[src/sdf_pkg.sv]
// Package of constants and types for the shear dwell and feed tracking block.
package sdf_pkg;

  // ****************************************************************
  // Clock and timing
  // ****************************************************************
  localparam int unsigned CLK_HZ = 20_000_000;
  localparam int unsigned TICK_US = 1000;
  localparam int unsigned TICK_CYC = CLK_HZ / 1_000_000 * TICK_US;
  localparam logic [13:0] DWELL_DN_MIN = 14'h0001;
  localparam logic [13:0] DWELL_MAX = 14'h270F;
  localparam logic [13:0] DWELL_UP_MIN = 14'h0000;
  localparam logic [13:0] DWELL_RST = 14'h007D;

  // ****************************************************************
  // APB register map
  // ****************************************************************
  localparam logic [7:0] REG_CTRL = 8'h00;
  localparam logic [7:0] REG_DWELL_DN = 8'h04;
  localparam logic [7:0] REG_DWELL_UP = 8'h08;
  localparam logic [7:0] REG_LINE_RES = 8'h0C;
  localparam logic [7:0] REG_MOTOR_RES = 8'h10;
  localparam logic [7:0] REG_GAIN = 8'h14;
  localparam logic [7:0] REG_ACCEL = 8'h18;
  localparam logic [7:0] REG_VMAX = 8'h1C;
  localparam logic [7:0] REG_VJOG = 8'h20;
  localparam logic [7:0] REG_TRIM = 8'h24;
  localparam logic [7:0] REG_STATUS = 8'h28;
  localparam logic [7:0] REG_LENGTH = 8'h2C;
  localparam logic [7:0] REG_MPOS = 8'h30;
  localparam logic [7:0] REG_CMD = 8'h34;

  // Control register bit positions.
  localparam int unsigned CTRL_TWO_ENC = 0;
  localparam int unsigned CTRL_ASSIST = 1;
  localparam int unsigned CTRL_AUTO = 2;
  localparam int unsigned CTRL_JOG = 3;
  localparam int unsigned CTRL_FIRE = 4;
  localparam int unsigned CTRL_TRIM_OK = 5;

  // Reset values and the trim fraction width.
  localparam logic [15:0] TRIM_UNITY = 16'h4000;
  localparam int unsigned TRIM_FRAC = 14;
  localparam logic [15:0] RES_RST = 16'h0001;
  localparam logic [15:0] GAIN_RST = 16'h0002;
  localparam logic [15:0] ACCEL_RST = 16'h0001;
  localparam logic [15:0] VEL_RST = 16'h0000;

  // Shear sequence states.
  typedef enum logic [1:0] {SDF_IDLE, SDF_DOWN, SDF_UP} sdf_shear_e;

endpackage

[src/sdf_quad.sv]
// Quadrature decoder counting every edge of both channels.
`timescale 1ns/1ns
`default_nettype none
module sdf_quad
  import sdf_pkg::*;
(
  input wire logic pclk, // System clock.
  input wire logic presetn, // Asynchronous reset, active low.
  input wire logic ch_a, // Channel A, already synchronised.
  input wire logic ch_b, // Channel B, already synchronised.
  output logic [31:0] count // Signed edge count.
);

  // ****************************************************************
  // Edge decode
  // ****************************************************************
  logic [1:0] prev_ff;
  logic [1:0] nxt_prev;
  logic [31:0] count_ff;
  logic [31:0] nxt_count;

  // Each valid transition of the AB pair is one pulse, four per cycle.
  always_comb
  begin
    nxt_prev = {ch_a, ch_b};
    nxt_count = count_ff;
    unique case ({prev_ff, ch_a, ch_b})
      4'b0001, 4'b0111, 4'b1110, 4'b1000: nxt_count = count_ff + 32'h0000_0001;
      4'b0010, 4'b1011, 4'b1101, 4'b0100: nxt_count = count_ff - 32'h0000_0001;
      default: nxt_count = count_ff;
    endcase
  end

  // Registers only; a double-step transition is dropped as noise.
  always_ff @(posedge pclk or negedge presetn)
  begin
    if (!presetn)
    begin
      prev_ff <= 2'h0;
      count_ff <= 32'h0000_0000;
    end
    else
    begin
      prev_ff <= nxt_prev;
      count_ff <= nxt_count;
    end
  end

  assign count = count_ff;

endmodule
`default_nettype wire

[src/sdf_tick.sv]
// Millisecond tick divider.
`timescale 1ns/1ns
`default_nettype none
module sdf_tick
  import sdf_pkg::*;
(
  input wire logic pclk, // System clock.
  input wire logic presetn, // Asynchronous reset, active low.
  output logic tick // One-cycle pulse every millisecond.
);

  // ****************************************************************
  // Divider
  // ****************************************************************
  localparam logic [15:0] TICK_LAST = 16'(TICK_CYC - 1);
  logic [15:0] cnt_ff;
  logic [15:0] nxt_cnt;
  logic tick_ff;
  logic nxt_tick;

  // Count up one millisecond of clock cycles.
  always_comb
  begin
    nxt_tick = (cnt_ff == TICK_LAST);
    nxt_cnt = nxt_tick ? 16'h0000 : cnt_ff + 16'h0001;
  end

  // Registers only.
  always_ff @(posedge pclk or negedge presetn)
  begin
    if (!presetn)
    begin
      cnt_ff <= 16'h0000;
      tick_ff <= 1'b0;
    end
    else
    begin
      cnt_ff <= nxt_cnt;
      tick_ff <= nxt_tick;
    end
  end

  assign tick = tick_ff;

endmodule
`default_nettype wire

[src/sdf_top.sv]
// Shear dwell sequencer and feed tracking with APB registers.
// Function
// - Shear-down output held for programmed 0.001 to 9.999 s after firing.
// - Without assist output, a separate up dwell of 0 to 9.999 s.
// - Shear-complete switch during down dwell ends it and drops output at once.
// - Up dwell always runs full time, ignoring shear-complete switch.
// - Single-encoder mode tracks material only from encoder input one.
// - Two-encoder mode takes the line encoder from encoder input two.
// - Two-encoder mode switches tracking to line encoder on material present.
// - Four pulses counted per rated encoder cycle by quadrature decoding.
// - Line length is line pulse count times programmed line resolution.
// - Motor travel is motor count times programmed motor resolution.
// - Position error corrected at a rate scaled by the loop gain.
// - Forward velocity ramp limited to programmed acceleration; the line-tracking error term is added unlimited.
// - Automatic operation commands the programmed maximum velocity.
// - Jogging commands the programmed jog velocity.
// - Length trim scale updated only on operator confirmation.
`timescale 1ns/1ns
`default_nettype none
module sdf_top
  import sdf_pkg::*;
(
  input wire logic pclk, // System clock, 20 MHz.
  input wire logic presetn, // Asynchronous reset, active low.
  input wire logic psel, // APB select.
  input wire logic penable, // APB enable.
  input wire logic pwrite, // APB write.
  input wire logic [7:0] paddr, // APB byte address.
  input wire logic [31:0] pwdata, // APB write data.
  output logic [31:0] prdata, // APB read data.
  output logic pready, // APB ready.
  output logic pslverr, // APB error on unmapped address.
  input wire logic shear_done_pin, // Shear-complete switch, high closed.
  input wire logic sheet_pin, // Material-present switch, high active.
  input wire logic enc1_a, // Encoder input one channel A.
  input wire logic enc1_b, // Encoder input one channel B.
  input wire logic enc2_a, // Encoder input two channel A.
  input wire logic enc2_b, // Encoder input two channel B.
  output logic shear_down_out, // Shear-down output, high active.
  output logic shear_up_out, // Up dwell in progress, high active.
  output logic press_assist_output, // Assist output, follows shear-down.
  output logic [31:0] motor_cmd // Signed velocity command to the drive.
);

  // ****************************************************************
  // Input synchronisers
  // ****************************************************************
  logic [5:0] sync1_ff;
  logic [5:0] sync2_ff;

  // Two flops per pin; only the second stage feeds logic.
  always_ff @(posedge pclk or negedge presetn)
  begin
    if (!presetn)
    begin
      sync1_ff <= 6'h00;
      sync2_ff <= 6'h00;
    end
    else
    begin
      sync1_ff <= {shear_done_pin, sheet_pin, enc1_a, enc1_b, enc2_a, enc2_b};
      sync2_ff <= sync1_ff;
    end
  end

  logic done_s;
  logic sheet_s;
  assign done_s = sync2_ff[5];
  assign sheet_s = sync2_ff[4];

  // ****************************************************************
  // Encoders and tick
  // ****************************************************************
  logic [31:0] mcount;
  logic [31:0] lcount;
  logic tick;

  sdf_quad u_enc1 (.pclk(pclk), .presetn(presetn), .ch_a(sync2_ff[3]),
    .ch_b(sync2_ff[2]), .count(mcount));
  sdf_quad u_enc2 (.pclk(pclk), .presetn(presetn), .ch_a(sync2_ff[1]),
    .ch_b(sync2_ff[0]), .count(lcount));
  sdf_tick u_tick (.pclk(pclk), .presetn(presetn), .tick(tick));

  // ****************************************************************
  // Registers
  // ****************************************************************
  logic [5:0] ctrl_ff, nxt_ctrl;
  logic [13:0] dn_ff, nxt_dn, up_ff, nxt_up;
  logic [15:0] lres_ff, nxt_lres, mres_ff, nxt_mres, gain_ff, nxt_gain;
  logic [15:0] acc_ff, nxt_acc, vmax_ff, nxt_vmax, vjog_ff, nxt_vjog;
  logic [15:0] trim_pend_ff, nxt_trim_pend, trim_ff, nxt_trim;
  logic [31:0] prdata_ff, nxt_prdata;
  logic pslverr_ff, nxt_pslverr, pready_ff, nxt_pready;
  logic fire_pulse;
  logic [31:0] length_val, mpos_val;
  logic [1:0] state_ff;

  // Clamp a dwell write into its legal range.
  function automatic logic [13:0] clamp_dwell(input logic [31:0] v,
                                              input logic [13:0] lo);
    if (v > {18'h0_0000, DWELL_MAX})
      clamp_dwell = DWELL_MAX;
    else if (v[13:0] < lo)
      clamp_dwell = lo;
    else
      clamp_dwell = v[13:0];
  endfunction

  // APB slave: one wait state, write and read act in the access phase.
  always_comb
  begin
    nxt_ctrl = ctrl_ff;
    nxt_ctrl[CTRL_FIRE] = 1'b0;
    nxt_ctrl[CTRL_TRIM_OK] = 1'b0;
    nxt_dn = dn_ff;
    nxt_up = up_ff;
    nxt_lres = lres_ff;
    nxt_mres = mres_ff;
    nxt_gain = gain_ff;
    nxt_acc = acc_ff;
    nxt_vmax = vmax_ff;
    nxt_vjog = vjog_ff;
    nxt_trim_pend = trim_pend_ff;
    nxt_trim = trim_ff;
    nxt_prdata = prdata_ff;
    nxt_pslverr = 1'b0;
    nxt_pready = psel && penable && !pready_ff;
    if (psel && penable && !pready_ff)
    begin
      nxt_pslverr = 1'b0;
      nxt_prdata = 32'h0000_0000;
      unique case (paddr)
        REG_CTRL:
        begin
          if (pwrite) nxt_ctrl = pwdata[5:0];
          nxt_prdata = {26'h000_0000, ctrl_ff};
        end
        REG_DWELL_DN:
        begin
          if (pwrite) nxt_dn = clamp_dwell(pwdata, DWELL_DN_MIN);
          nxt_prdata = {18'h0_0000, dn_ff};
        end
        REG_DWELL_UP:
        begin
          if (pwrite) nxt_up = clamp_dwell(pwdata, DWELL_UP_MIN);
          nxt_prdata = {18'h0_0000, up_ff};
        end
        REG_LINE_RES:
        begin
          if (pwrite) nxt_lres = pwdata[15:0];
          nxt_prdata = {16'h0000, lres_ff};
        end
        REG_MOTOR_RES:
        begin
          if (pwrite) nxt_mres = pwdata[15:0];
          nxt_prdata = {16'h0000, mres_ff};
        end
        REG_GAIN:
        begin
          if (pwrite) nxt_gain = pwdata[15:0];
          nxt_prdata = {16'h0000, gain_ff};
        end
        REG_ACCEL:
        begin
          if (pwrite) nxt_acc = pwdata[15:0];
          nxt_prdata = {16'h0000, acc_ff};
        end
        REG_VMAX:
        begin
          if (pwrite) nxt_vmax = pwdata[15:0];
          nxt_prdata = {16'h0000, vmax_ff};
        end
        REG_VJOG:
        begin
          if (pwrite) nxt_vjog = pwdata[15:0];
          nxt_prdata = {16'h0000, vjog_ff};
        end
        REG_TRIM:
        begin
          if (pwrite) nxt_trim_pend = pwdata[15:0];
          nxt_prdata = {trim_pend_ff, trim_ff};
        end
        REG_STATUS: nxt_prdata = {28'h000_0000, sheet_s, done_s, state_ff};
        REG_LENGTH: nxt_prdata = length_val;
        REG_MPOS: nxt_prdata = mpos_val;
        REG_CMD: nxt_prdata = motor_cmd;
        default: nxt_pslverr = 1'b1;
      endcase
      if (pwrite)
        nxt_prdata = prdata_ff;
    end
    // A proposed trim only becomes active on the confirm strobe.
    if (ctrl_ff[CTRL_TRIM_OK])
      nxt_trim = trim_pend_ff;
  end

  assign fire_pulse = ctrl_ff[CTRL_FIRE];

  // Register file flops.
  always_ff @(posedge pclk or negedge presetn)
  begin
    if (!presetn)
    begin
      ctrl_ff <= 6'h00;
      dn_ff <= DWELL_RST;
      up_ff <= DWELL_RST;
      lres_ff <= RES_RST;
      mres_ff <= RES_RST;
      gain_ff <= GAIN_RST;
      acc_ff <= ACCEL_RST;
      vmax_ff <= VEL_RST;
      vjog_ff <= VEL_RST;
      trim_pend_ff <= TRIM_UNITY;
      trim_ff <= TRIM_UNITY;
      prdata_ff <= 32'h0000_0000;
      pslverr_ff <= 1'b0;
      pready_ff <= 1'b0;
    end
    else
    begin
      ctrl_ff <= nxt_ctrl;
      dn_ff <= nxt_dn;
      up_ff <= nxt_up;
      lres_ff <= nxt_lres;
      mres_ff <= nxt_mres;
      gain_ff <= nxt_gain;
      acc_ff <= nxt_acc;
      vmax_ff <= nxt_vmax;
      vjog_ff <= nxt_vjog;
      trim_pend_ff <= nxt_trim_pend;
      trim_ff <= nxt_trim;
      prdata_ff <= nxt_prdata;
      pslverr_ff <= nxt_pslverr;
      pready_ff <= nxt_pready;
    end
  end

  assign prdata = prdata_ff;
  assign pready = pready_ff;
  assign pslverr = pslverr_ff;

  // ****************************************************************
  // Shear dwell sequencer
  // ****************************************************************
  sdf_shear_e st_ff, nxt_st;
  logic [13:0] ms_ff, nxt_ms;
  logic down_ff, nxt_down, upo_ff, nxt_upo, assist_ff, nxt_assist;
  assign state_ff = st_ff;

  // Millisecond dwell counter; the up dwell is skipped when assist is used.
  always_comb
  begin
    nxt_st = st_ff;
    nxt_ms = ms_ff;
    unique case (st_ff)
      SDF_IDLE:
        if (fire_pulse)
        begin
          nxt_st = SDF_DOWN;
          nxt_ms = 14'h0000;
        end
      SDF_DOWN:
        if (done_s || (tick && ms_ff + 14'h0001 >= dn_ff))
        begin
          // The up timer starts at the instant the output drops.
          nxt_ms = 14'h0000;
          nxt_st = (ctrl_ff[CTRL_ASSIST] || up_ff == 14'h0000) ?
                   SDF_IDLE : SDF_UP;
        end
        else if (tick)
          nxt_ms = ms_ff + 14'h0001;
      SDF_UP:
        // The complete switch has no effect here.
        if (tick && ms_ff + 14'h0001 >= up_ff)
          nxt_st = SDF_IDLE;
        else if (tick)
          nxt_ms = ms_ff + 14'h0001;
    endcase
    nxt_down = (nxt_st == SDF_DOWN);
    nxt_upo = (nxt_st == SDF_UP);
    // Registered so the assist pin never glitches on a control write.
    nxt_assist = nxt_down && nxt_ctrl[CTRL_ASSIST];
  end

  // Sequencer flops.
  always_ff @(posedge pclk or negedge presetn)
  begin
    if (!presetn)
    begin
      st_ff <= SDF_IDLE;
      ms_ff <= 14'h0000;
      down_ff <= 1'b0;
      assist_ff <= 1'b0;
      upo_ff <= 1'b0;
    end
    else
    begin
      st_ff <= nxt_st;
      ms_ff <= nxt_ms;
      down_ff <= nxt_down;
      upo_ff <= nxt_upo;
      assist_ff <= nxt_assist;
    end
  end

  assign shear_down_out = down_ff;
  assign shear_up_out = upo_ff;
  assign press_assist_output = assist_ff;

  // ****************************************************************
  // Tracking and motor command
  // ****************************************************************
  logic use_line;
  logic [31:0] travel, velo_ff, nxt_velo, cmd_ff, nxt_cmd, target, err;
  logic [47:0] trimmed;

  // Line encoder count is used for tracking only once material is present under it.
  assign use_line = ctrl_ff[CTRL_TWO_ENC] && sheet_s;
  assign length_val = 32'(lcount * {16'h0000, lres_ff});
  assign mpos_val = 32'(mcount * {16'h0000, mres_ff});
  assign travel = use_line ? length_val : mpos_val;
  assign trimmed = 48'(travel) * {32'h0000_0000, trim_ff};

  // Ramp toward the mode speed; in line tracking, add gain-scaled position error.
  always_comb
  begin
    target = 32'h0000_0000;
    if (ctrl_ff[CTRL_JOG])
      target = {16'h0000, vjog_ff};
    else if (ctrl_ff[CTRL_AUTO])
      target = {16'h0000, vmax_ff};
    nxt_velo = velo_ff;
    if (tick)
    begin
      if (target > velo_ff + {16'h0000, acc_ff})
        nxt_velo = velo_ff + {16'h0000, acc_ff};
      else if (velo_ff > target + {16'h0000, acc_ff})
        nxt_velo = velo_ff - {16'h0000, acc_ff};
      else
        nxt_velo = target;
    end
    err = 32'(trimmed >> TRIM_FRAC) - mpos_val;
    if (!use_line)
      nxt_cmd = velo_ff;
    else
      nxt_cmd = velo_ff + 32'($signed(err) * $signed({16'h0000, gain_ff}));
  end

  // Motion flops.
  always_ff @(posedge pclk or negedge presetn)
  begin
    if (!presetn)
    begin
      velo_ff <= 32'h0000_0000;
      cmd_ff <= 32'h0000_0000;
    end
    else
    begin
      velo_ff <= nxt_velo;
      cmd_ff <= nxt_cmd;
    end
  end

  assign motor_cmd = cmd_ff;

endmodule
`default_nettype wire

[config.mk]
export PLATFORM = sky130hd
export DESIGN_NAME = sdf_top
export DESIGN_NICKNAME = d
export VERILOG_FILES = /design/src/sdf_pkg.sv /design/src/sdf_quad.sv /design/src/sdf_tick.sv /design/src/sdf_top.sv
export SDC_FILE = /design/constraint.sdc
export NUM_CORES = 2
export LEC_CHECK = 0
export BUFFER_PORTS_ARGS = -buffer_cell sky130_fd_sc_hd__buf_4
export CAP_MARGIN = 40
export CELL_PAD_IN_SITES_DETAIL_PLACEMENT = 1
export CELL_PAD_IN_SITES_GLOBAL_PLACEMENT = 1
export CORE_MARGIN = 5
export CORE_UTILIZATION = 35
export DETAILED_ROUTE_END_ITERATION = 6
export PLACE_DENSITY = 0.59
export SLEW_MARGIN = 20
export SYNTH_ARGS = -nofsm -noshare
export SYNTH_HDL_FRONTEND = slang
export SYNTH_SLANG_ARGS = --single-unit
export TNS_END_PERCENT = 5
[constraint.sdc]
create_clock -name pclk -period 34.1 [get_ports pclk]
set_input_delay 6.82 -clock pclk [delete_from_list [all_inputs] [get_ports pclk]]
set_output_delay 6.82 -clock pclk [all_outputs]
set_load 0.01 [all_outputs]
Word-level counts from Yosys, hierarchy flattened. Cells that the tools add are included.

Register bits: 376. Output and inout port bits: 69.

Muxes and demuxes: 29. Bitwise logic cells: 1. Add/sub/neg operators: 11. Reductions and logical operators: 31. Order comparisons: 7. Multiply operators: 4. Equal/unequal tests: 36.

Operators by type and width (number): case mux 32 bit (14 select lines) (1); two-way mux 32 bit (4); case mux 32 bit (2 select lines) (2); two-way mux 14 bit (8); adder 32 x 1 -> 32 bit (second input constant) (2); adder 32 x 16 -> 32 bit (2); greater-than comparator 32 bit (2); multiplier 32 x 16 -> 32 bit (2); subtractor 32 x 1 -> 32 bit (second input constant) (2); equality test 8 x 6 -> 1 bit (second input constant) (6); two-way mux 16 bit (3); multiplier 32 x 16 -> 46 bit (1); case mux 14 bit (3 select lines) (1); adder 32 bit (1); equality test 4 bit (second input constant) (8); equality test 8 x 5 -> 1 bit (second input constant) (4); greater-than comparator 32 x 14 -> 1 bit (second input constant) (1); multiplier 32 x 17 -> 32 bit (1); subtractor 32 x 16 -> 32 bit (1); subtractor 32 bit (1); AND reduction 3 bit (10); greater-or-equal comparator 14 bit (2); less-than comparator 14 x 1 -> 1 bit (second input constant) (2); two-way mux 6 bit (3); other kinds (25) (49).

Logic depth before layout (Yosys ltp).
Word-level depth: 8. Depth in mapped cells: 86. Depth with buffers taken out: 83.

Cells and area by module. From an unflattened synthesis, not the netlist that was laid out.

Cells, all modules: 8641. Area, all modules: 75971.6 sq um.

By module, submodules not included: sdf_top (seq. area each 7304.5 sq um, cells each 7848, times used 1, area an instance 69185.1 sq um); sdf_quad (seq. area each 850.8 sq um, cells each 362, times used 2, area an instance 3004.1 sq um); sdf_tick (seq. area each 425.4 sq um, cells each 69, times used 1, area an instance 778.2 sq um).

Worst setup path after synthesis. No wires, ideal clock.

Path type: flip-flop to flip-flop. Start point: register mres_ff[4]. End point: register cmd_ff[31], in the netlist motor_cmd[31]. Stages on the path, launching flop included: 81. Period minus slack after synthesis: 19.255 ns. Path buffers: 3. Arrival time: 19.130 ns. Setup slack: 14.845 ns. Library setup time: 0.125 ns. Path through: dfrtp_1 > clkbuf_1 > clkbuf_1 > and2_1 > fa_1 > inv_1 > fa_1 > fa_1 > fa_1 > inv_1 > fa_1 > inv_1 > fa_1 > inv_1 > ha_1 > a21o_1 > a21o_1 > a311oi_1 > (+45 left out) > fa_1 > fa_1 > fa_1 > fa_1 > fa_1 > xor2_1 > xnor2_1 > xnor2_1 > xnor2_1 > xnor2_1 > xnor3_1 > xnor2_1 > xnor3_1 > xnor2_1 > xnor2_1 > xnor2_1 > xnor3_1 > mux2_4.

Cells in the longest elaborated chain, start to end: 7.

Ends and longest elaborated chain: from (decl) (RTL line sdf_top.sv:89) `logic [15:0] lres_ff, nxt_lres, mres_ff, nxt_mres, gain_ff, nxt_gain;`; from (signal assigned) (RTL line sdf_top.sv:225) `mres_ff <= nxt_mres;`; multiplier 32 x 16 -> 32 bit * (RTL line sdf_top.sv:320) `assign mpos_val = 32'(mcount * {16'h0000, mres_ff});`; two-way mux 32 bit (RTL line sdf_top.sv:321) `assign travel = use_line ? length_val : mpos_val;`; multiplier 32 x 16 -> 46 bit (RTL line sdf_top.sv:322) `assign trimmed = 48'(travel) * {32'h0000_0000, trim_ff};`; subtractor 32 bit * (RTL line sdf_top.sv:342) `err = 32'(trimmed >> TRIM_FRAC) - mpos_val;`; multiplier 32 x 17 -> 32 bit * (RTL line sdf_top.sv:346) `nxt_cmd = velo_ff + 32'($signed(err) * $signed({16'h0000, gain_ff}));`; adder 32 bit * (RTL line sdf_top.sv:346); two-way mux 32 bit * (RTL line sdf_top.sv:343) `if (!use_line)`; net nxt_cmd[31] (RTL line sdf_top.sv:314) `logic [31:0] travel, velo_ff, nxt_velo, cmd_ff, nxt_cmd, target, err;`; to (signal assigned) (RTL line sdf_top.sv:360) `cmd_ff <= nxt_cmd;`; to (decl) (RTL line sdf_top.sv:314).

Mark *: on every way through the listed nets, which the timed path passes. The rest lies on a longest branch. A chain may end at the register's enable or synchronous reset.

Worst setup path in the final report.
Start point: register u_enc2.count_ff[6], in the netlist u_enc2.count[6]. End point: register cmd_ff[31], in the netlist motor_cmd[31].

Cells in the longest elaborated chain, start to end: 7.

Ends and longest elaborated chain: from (decl) (RTL line sdf_quad.sv:19) `logic [31:0] count_ff;`; from (signal assigned) (RTL line sdf_quad.sv:45) `count_ff <= nxt_count;`; multiplier 32 x 16 -> 32 bit (RTL line sdf_top.sv:319) `assign length_val = 32'(lcount * {16'h0000, lres_ff});`; two-way mux 32 bit (RTL line sdf_top.sv:321); multiplier 32 x 16 -> 46 bit (RTL line sdf_top.sv:322); subtractor 32 bit (RTL line sdf_top.sv:342); multiplier 32 x 17 -> 32 bit (RTL line sdf_top.sv:346); adder 32 bit (RTL line sdf_top.sv:346); two-way mux 32 bit (RTL line sdf_top.sv:343); net nxt_cmd[31] (RTL line sdf_top.sv:314).

The timed path passes the listed nets, and every way through them passes these cells.

==> results.json <==
{
  "rrSetupSlack_ps": 12450,
  "crit_type": "flip-flop to flip-flop",
  "finalInstanceArea_um2": 81940,
  "outcome": "complete, no violations",
  "tightest_slew_ps": 1069,
  "grt_pass1_vias": 66560,
  "drt_iter0_markers": 3787,
  "report.final.slew_viol_count": 0,
  "critPathArrivalTime_ps": 22220,
  "holdPathEnd": "sync2_ff[3]",
  "p_seq_frac": 0.268,
  "crit_path_end_kind": "flip-flop",
  "leakage_uw": 0.03835,
  "die_w_um": 473.3,
  "p_int_uw": 1202,
  "peakVddDrop_uv": 47.87,
  "postCtsResizedCells": 0,
  "syn-num-nets": 10450,
  "setup_ws_ps": 12450,
  "wirelength_um": 276500,
  "r2r-start": "u_enc2.count[6]",
  "rsz0062_at_grt": "false",
  "postSynth.asyncResetShare": 1.000,
  "startpoint_type": "flip-flop",
  "power_per_cell_area_nw_per_um2": 28.52,
  "syn_avg_cell_area_um2": 8.821,
  "synthCells": 8515,
  "drive_gt1_frac": 0.07515,
  "cp.required_ps": 34670,
  "cap_violations": 0,
  "utilization": 0.3829,
  "critPathBufInv": 9,
  "std_cell_rows": 170,
  "comb_power_share": 0.472,
  "timing.rr.end": "motor_cmd[31]",
  "crit_path_frequent_cell": "fa_1",
  "antenna_found_initial": 22,
  "clock_path_buffers": 3,
  "place_inst": 11270,
  "gp_congestion": 0.9165,
  "final_cell_count_no_fill": 11390,
  "crit_cells": 75,
  "netlist_area_um2": 75110,
  "routed_via_density": 5.218,
  "cts_setup_buffers": 0,
  "cts_tree": "done",
  "cts.htree.levels": 2,
  "period_share": 0.6350,
  "dieArea_um2": 224000,
  "crit_path_max_fanout": 18,
  "cp_top_family": "adder cells",
  "r2r_cells": 75,
  "vias": 59450,
  "fin_skew_ps": 22.56,
  "holdPathStages": 0,
  "nets": 10440,
  "port_buffers": 119,
  "die_y_um": 473.3,
  "switchingPower_uw": 1135,
  "ys_warn_count": 0,
  "first_pass_iters": 5,
  "setup_tns_ps": 0,
  "setup_viol": 0,
  "placed_area_um2": 79920,
  "hold_path.startpoint": "sync1_ff[3]",
  "cpPeakStageDelay_ps": 830,
  "synth-seq-area-share": 0.1256,
  "grt_pass1_wl_um": 422500,
  "grt_use_total": 0.2488,
  "slew_headroom": 0.2871,
  "cts.clk_slew.worst_paths_ps": 60,
  "ys.flop_type": "dfrtp_1",
  "postCtsHoldBufs": 0,
  "fin_crit_ps": 21650,
  "wl_per_cell_um": 24.27,
  "yosysUniqueCellTypes": 87,
  "place_ws_ps": 12560,
  "drc_errors": 0,
  "hold_viol_final": 0,
  "crit_slowest_cell": "dfrtp_1",
  "cts_root_buffer": "clkbuf_16",
  "synth_edf_count": 0,
  "grt_start_max_net_pins": 169,
  "cts_made_buffers": 52,
  "io_pins": 120,
  "coreArea_um2": 214000,
  "dp_hpwl_um": 217500,
  "hold_path_class": "flip-flop to flip-flop",
  "max_freq_mhz": 46.18,
  "synth-seq-cells": 376,
  "numClockSinks": 376,
  "ant_nets": 0,
  "syn2layout_area_growth_pct": 9.090,
  "initial_core_util": 0.3510,
  "insertion_delay_ps": 690,
  "sw_frac_of_total": 0.4856,
  "power_frac_clock": 0.260,
  "grt_overflow": 0
}
cells in the mapped netlist, types with 22 or more instances:
cell	n	area, um^2
inv_1	1705	6400
fa_1	1364	27310
nand2_1	1293	4853
and2_1	652	4079
ha_1	524	6556
clkbuf_1	384	1441
dfrtp_1	358	8959
nor2_1	243	912.1
a21oi_1	237	1186
o21ai_0	226	1131
xnor2_1	221	1936
mux2_2	128	1441
xor2_1	101	884.6
nor2b_1	96	600.6
o21a_1	76	570.6
a21o_1	74	555.5
nor3_1	60	300.3
a22oi_1	59	442.9
nand2b_1	59	369.1
nand3_1	57	285.3
a31oi_1	48	300.3
o21bai_1	41	307.8
and3_1	37	231.5
nand4_1	37	231.5
mux2i_1	35	350.3
a221oi_1	24	210.2
a211oi_1	23	172.7
o31ai_1	23	172.7
or3_1	23	143.9
a22o_1	22	192.7
o21ai_1	22	110.1
cell usage in the layout (no fill, tap or decap), drive strengths merged, types with 24 or more instances in the layout:
cell and instances:
a21oi 237, xor2 101, nand2 1293, o21a 76
mux2 129, nor2 243, clkbuf 65, buf 332
dfrtp 358, nand2b 59, nand3 58, nor3 60
a22oi 59, inv 1712, nor2b 96, a21o 74
nand4 37, fa 1364, xnor2 221, mux2i 35
o21ai 248, and3 38, o21bai 41, ha 524
a31oi 48, and2 653, a221oi 24
flip-flops by register name, indices dropped and copies added (netlist names), 32 cells and up:
| name | count |
|---|---|
| motor_cmd | 32 |
| prdata | 32 |
| u_enc1.count | 32 |
| u_enc2.count | 32 |
| velo_ff | 32 |
layer usage:
metal | global-route usage | share of wire | vias up
li1 | - | - | 26110
met1 | 0.3286 | 0.43 | 31550
met4 | 0.1102 | 0.052 | 6
met5 | 0 | 0.00017 | -
met3 | 0.02657 | 0.048 | 404
met2 | 0.4139 | 0.47 | 1377
area by class of cell:
cell class,count,area (um^2)
flip-flops and latches,376,9447
clock buffers,64,1418
repair buffers,333,2729
clock inverters,34,441.7
diodes,11,27.53
fillers,24980,132000
multi-input cells,6029,57920
well taps,2838,3551
inverters,1707,6407
power by group through the flow:
stage | combinational, uW | sequential [uW] | clock (uW)
after floorplan | 637 | 553 | 0
after global placement | 1050 | 642 | 0
after detailed placement | 1090 | 642 | 0
after CTS | 1090 | 634 | 624
after global routing | 1190 | 634 | 640
final | 1100 | 627 | 607
per-stage QoR:
step	hold WS [ps]	total power, uW
global placement	335.1	1691
global route	354.6	2468
detailed placement	336.4	1728
finish	346.1	2337
CTS	349.2	2351
floorplan	331.2	1190
cell families after synthesis:
kind of cell / share of synthesized area
xor+xnor: 0.03935
mux: 0.02405
buf+inv: 0.1055
simple gates: 0.1679
compound gates: 0.08677
fa+ha+maj: 0.4508
flops: 0.1256
worst max path at each step:
stage | from | to
floorplan | mres_ff[4] | motor_cmd[31]
global placement | mres_ff[1] | motor_cmd[31]
detailed placement | u_enc2.count[6] | motor_cmd[31]
CTS | u_enc2.count[6] | motor_cmd[31]
global route | u_enc2.count[6] | motor_cmd[31]
finish | u_enc2.count[6] | motor_cmd[31]
Power figures use the tool's default switching activity.
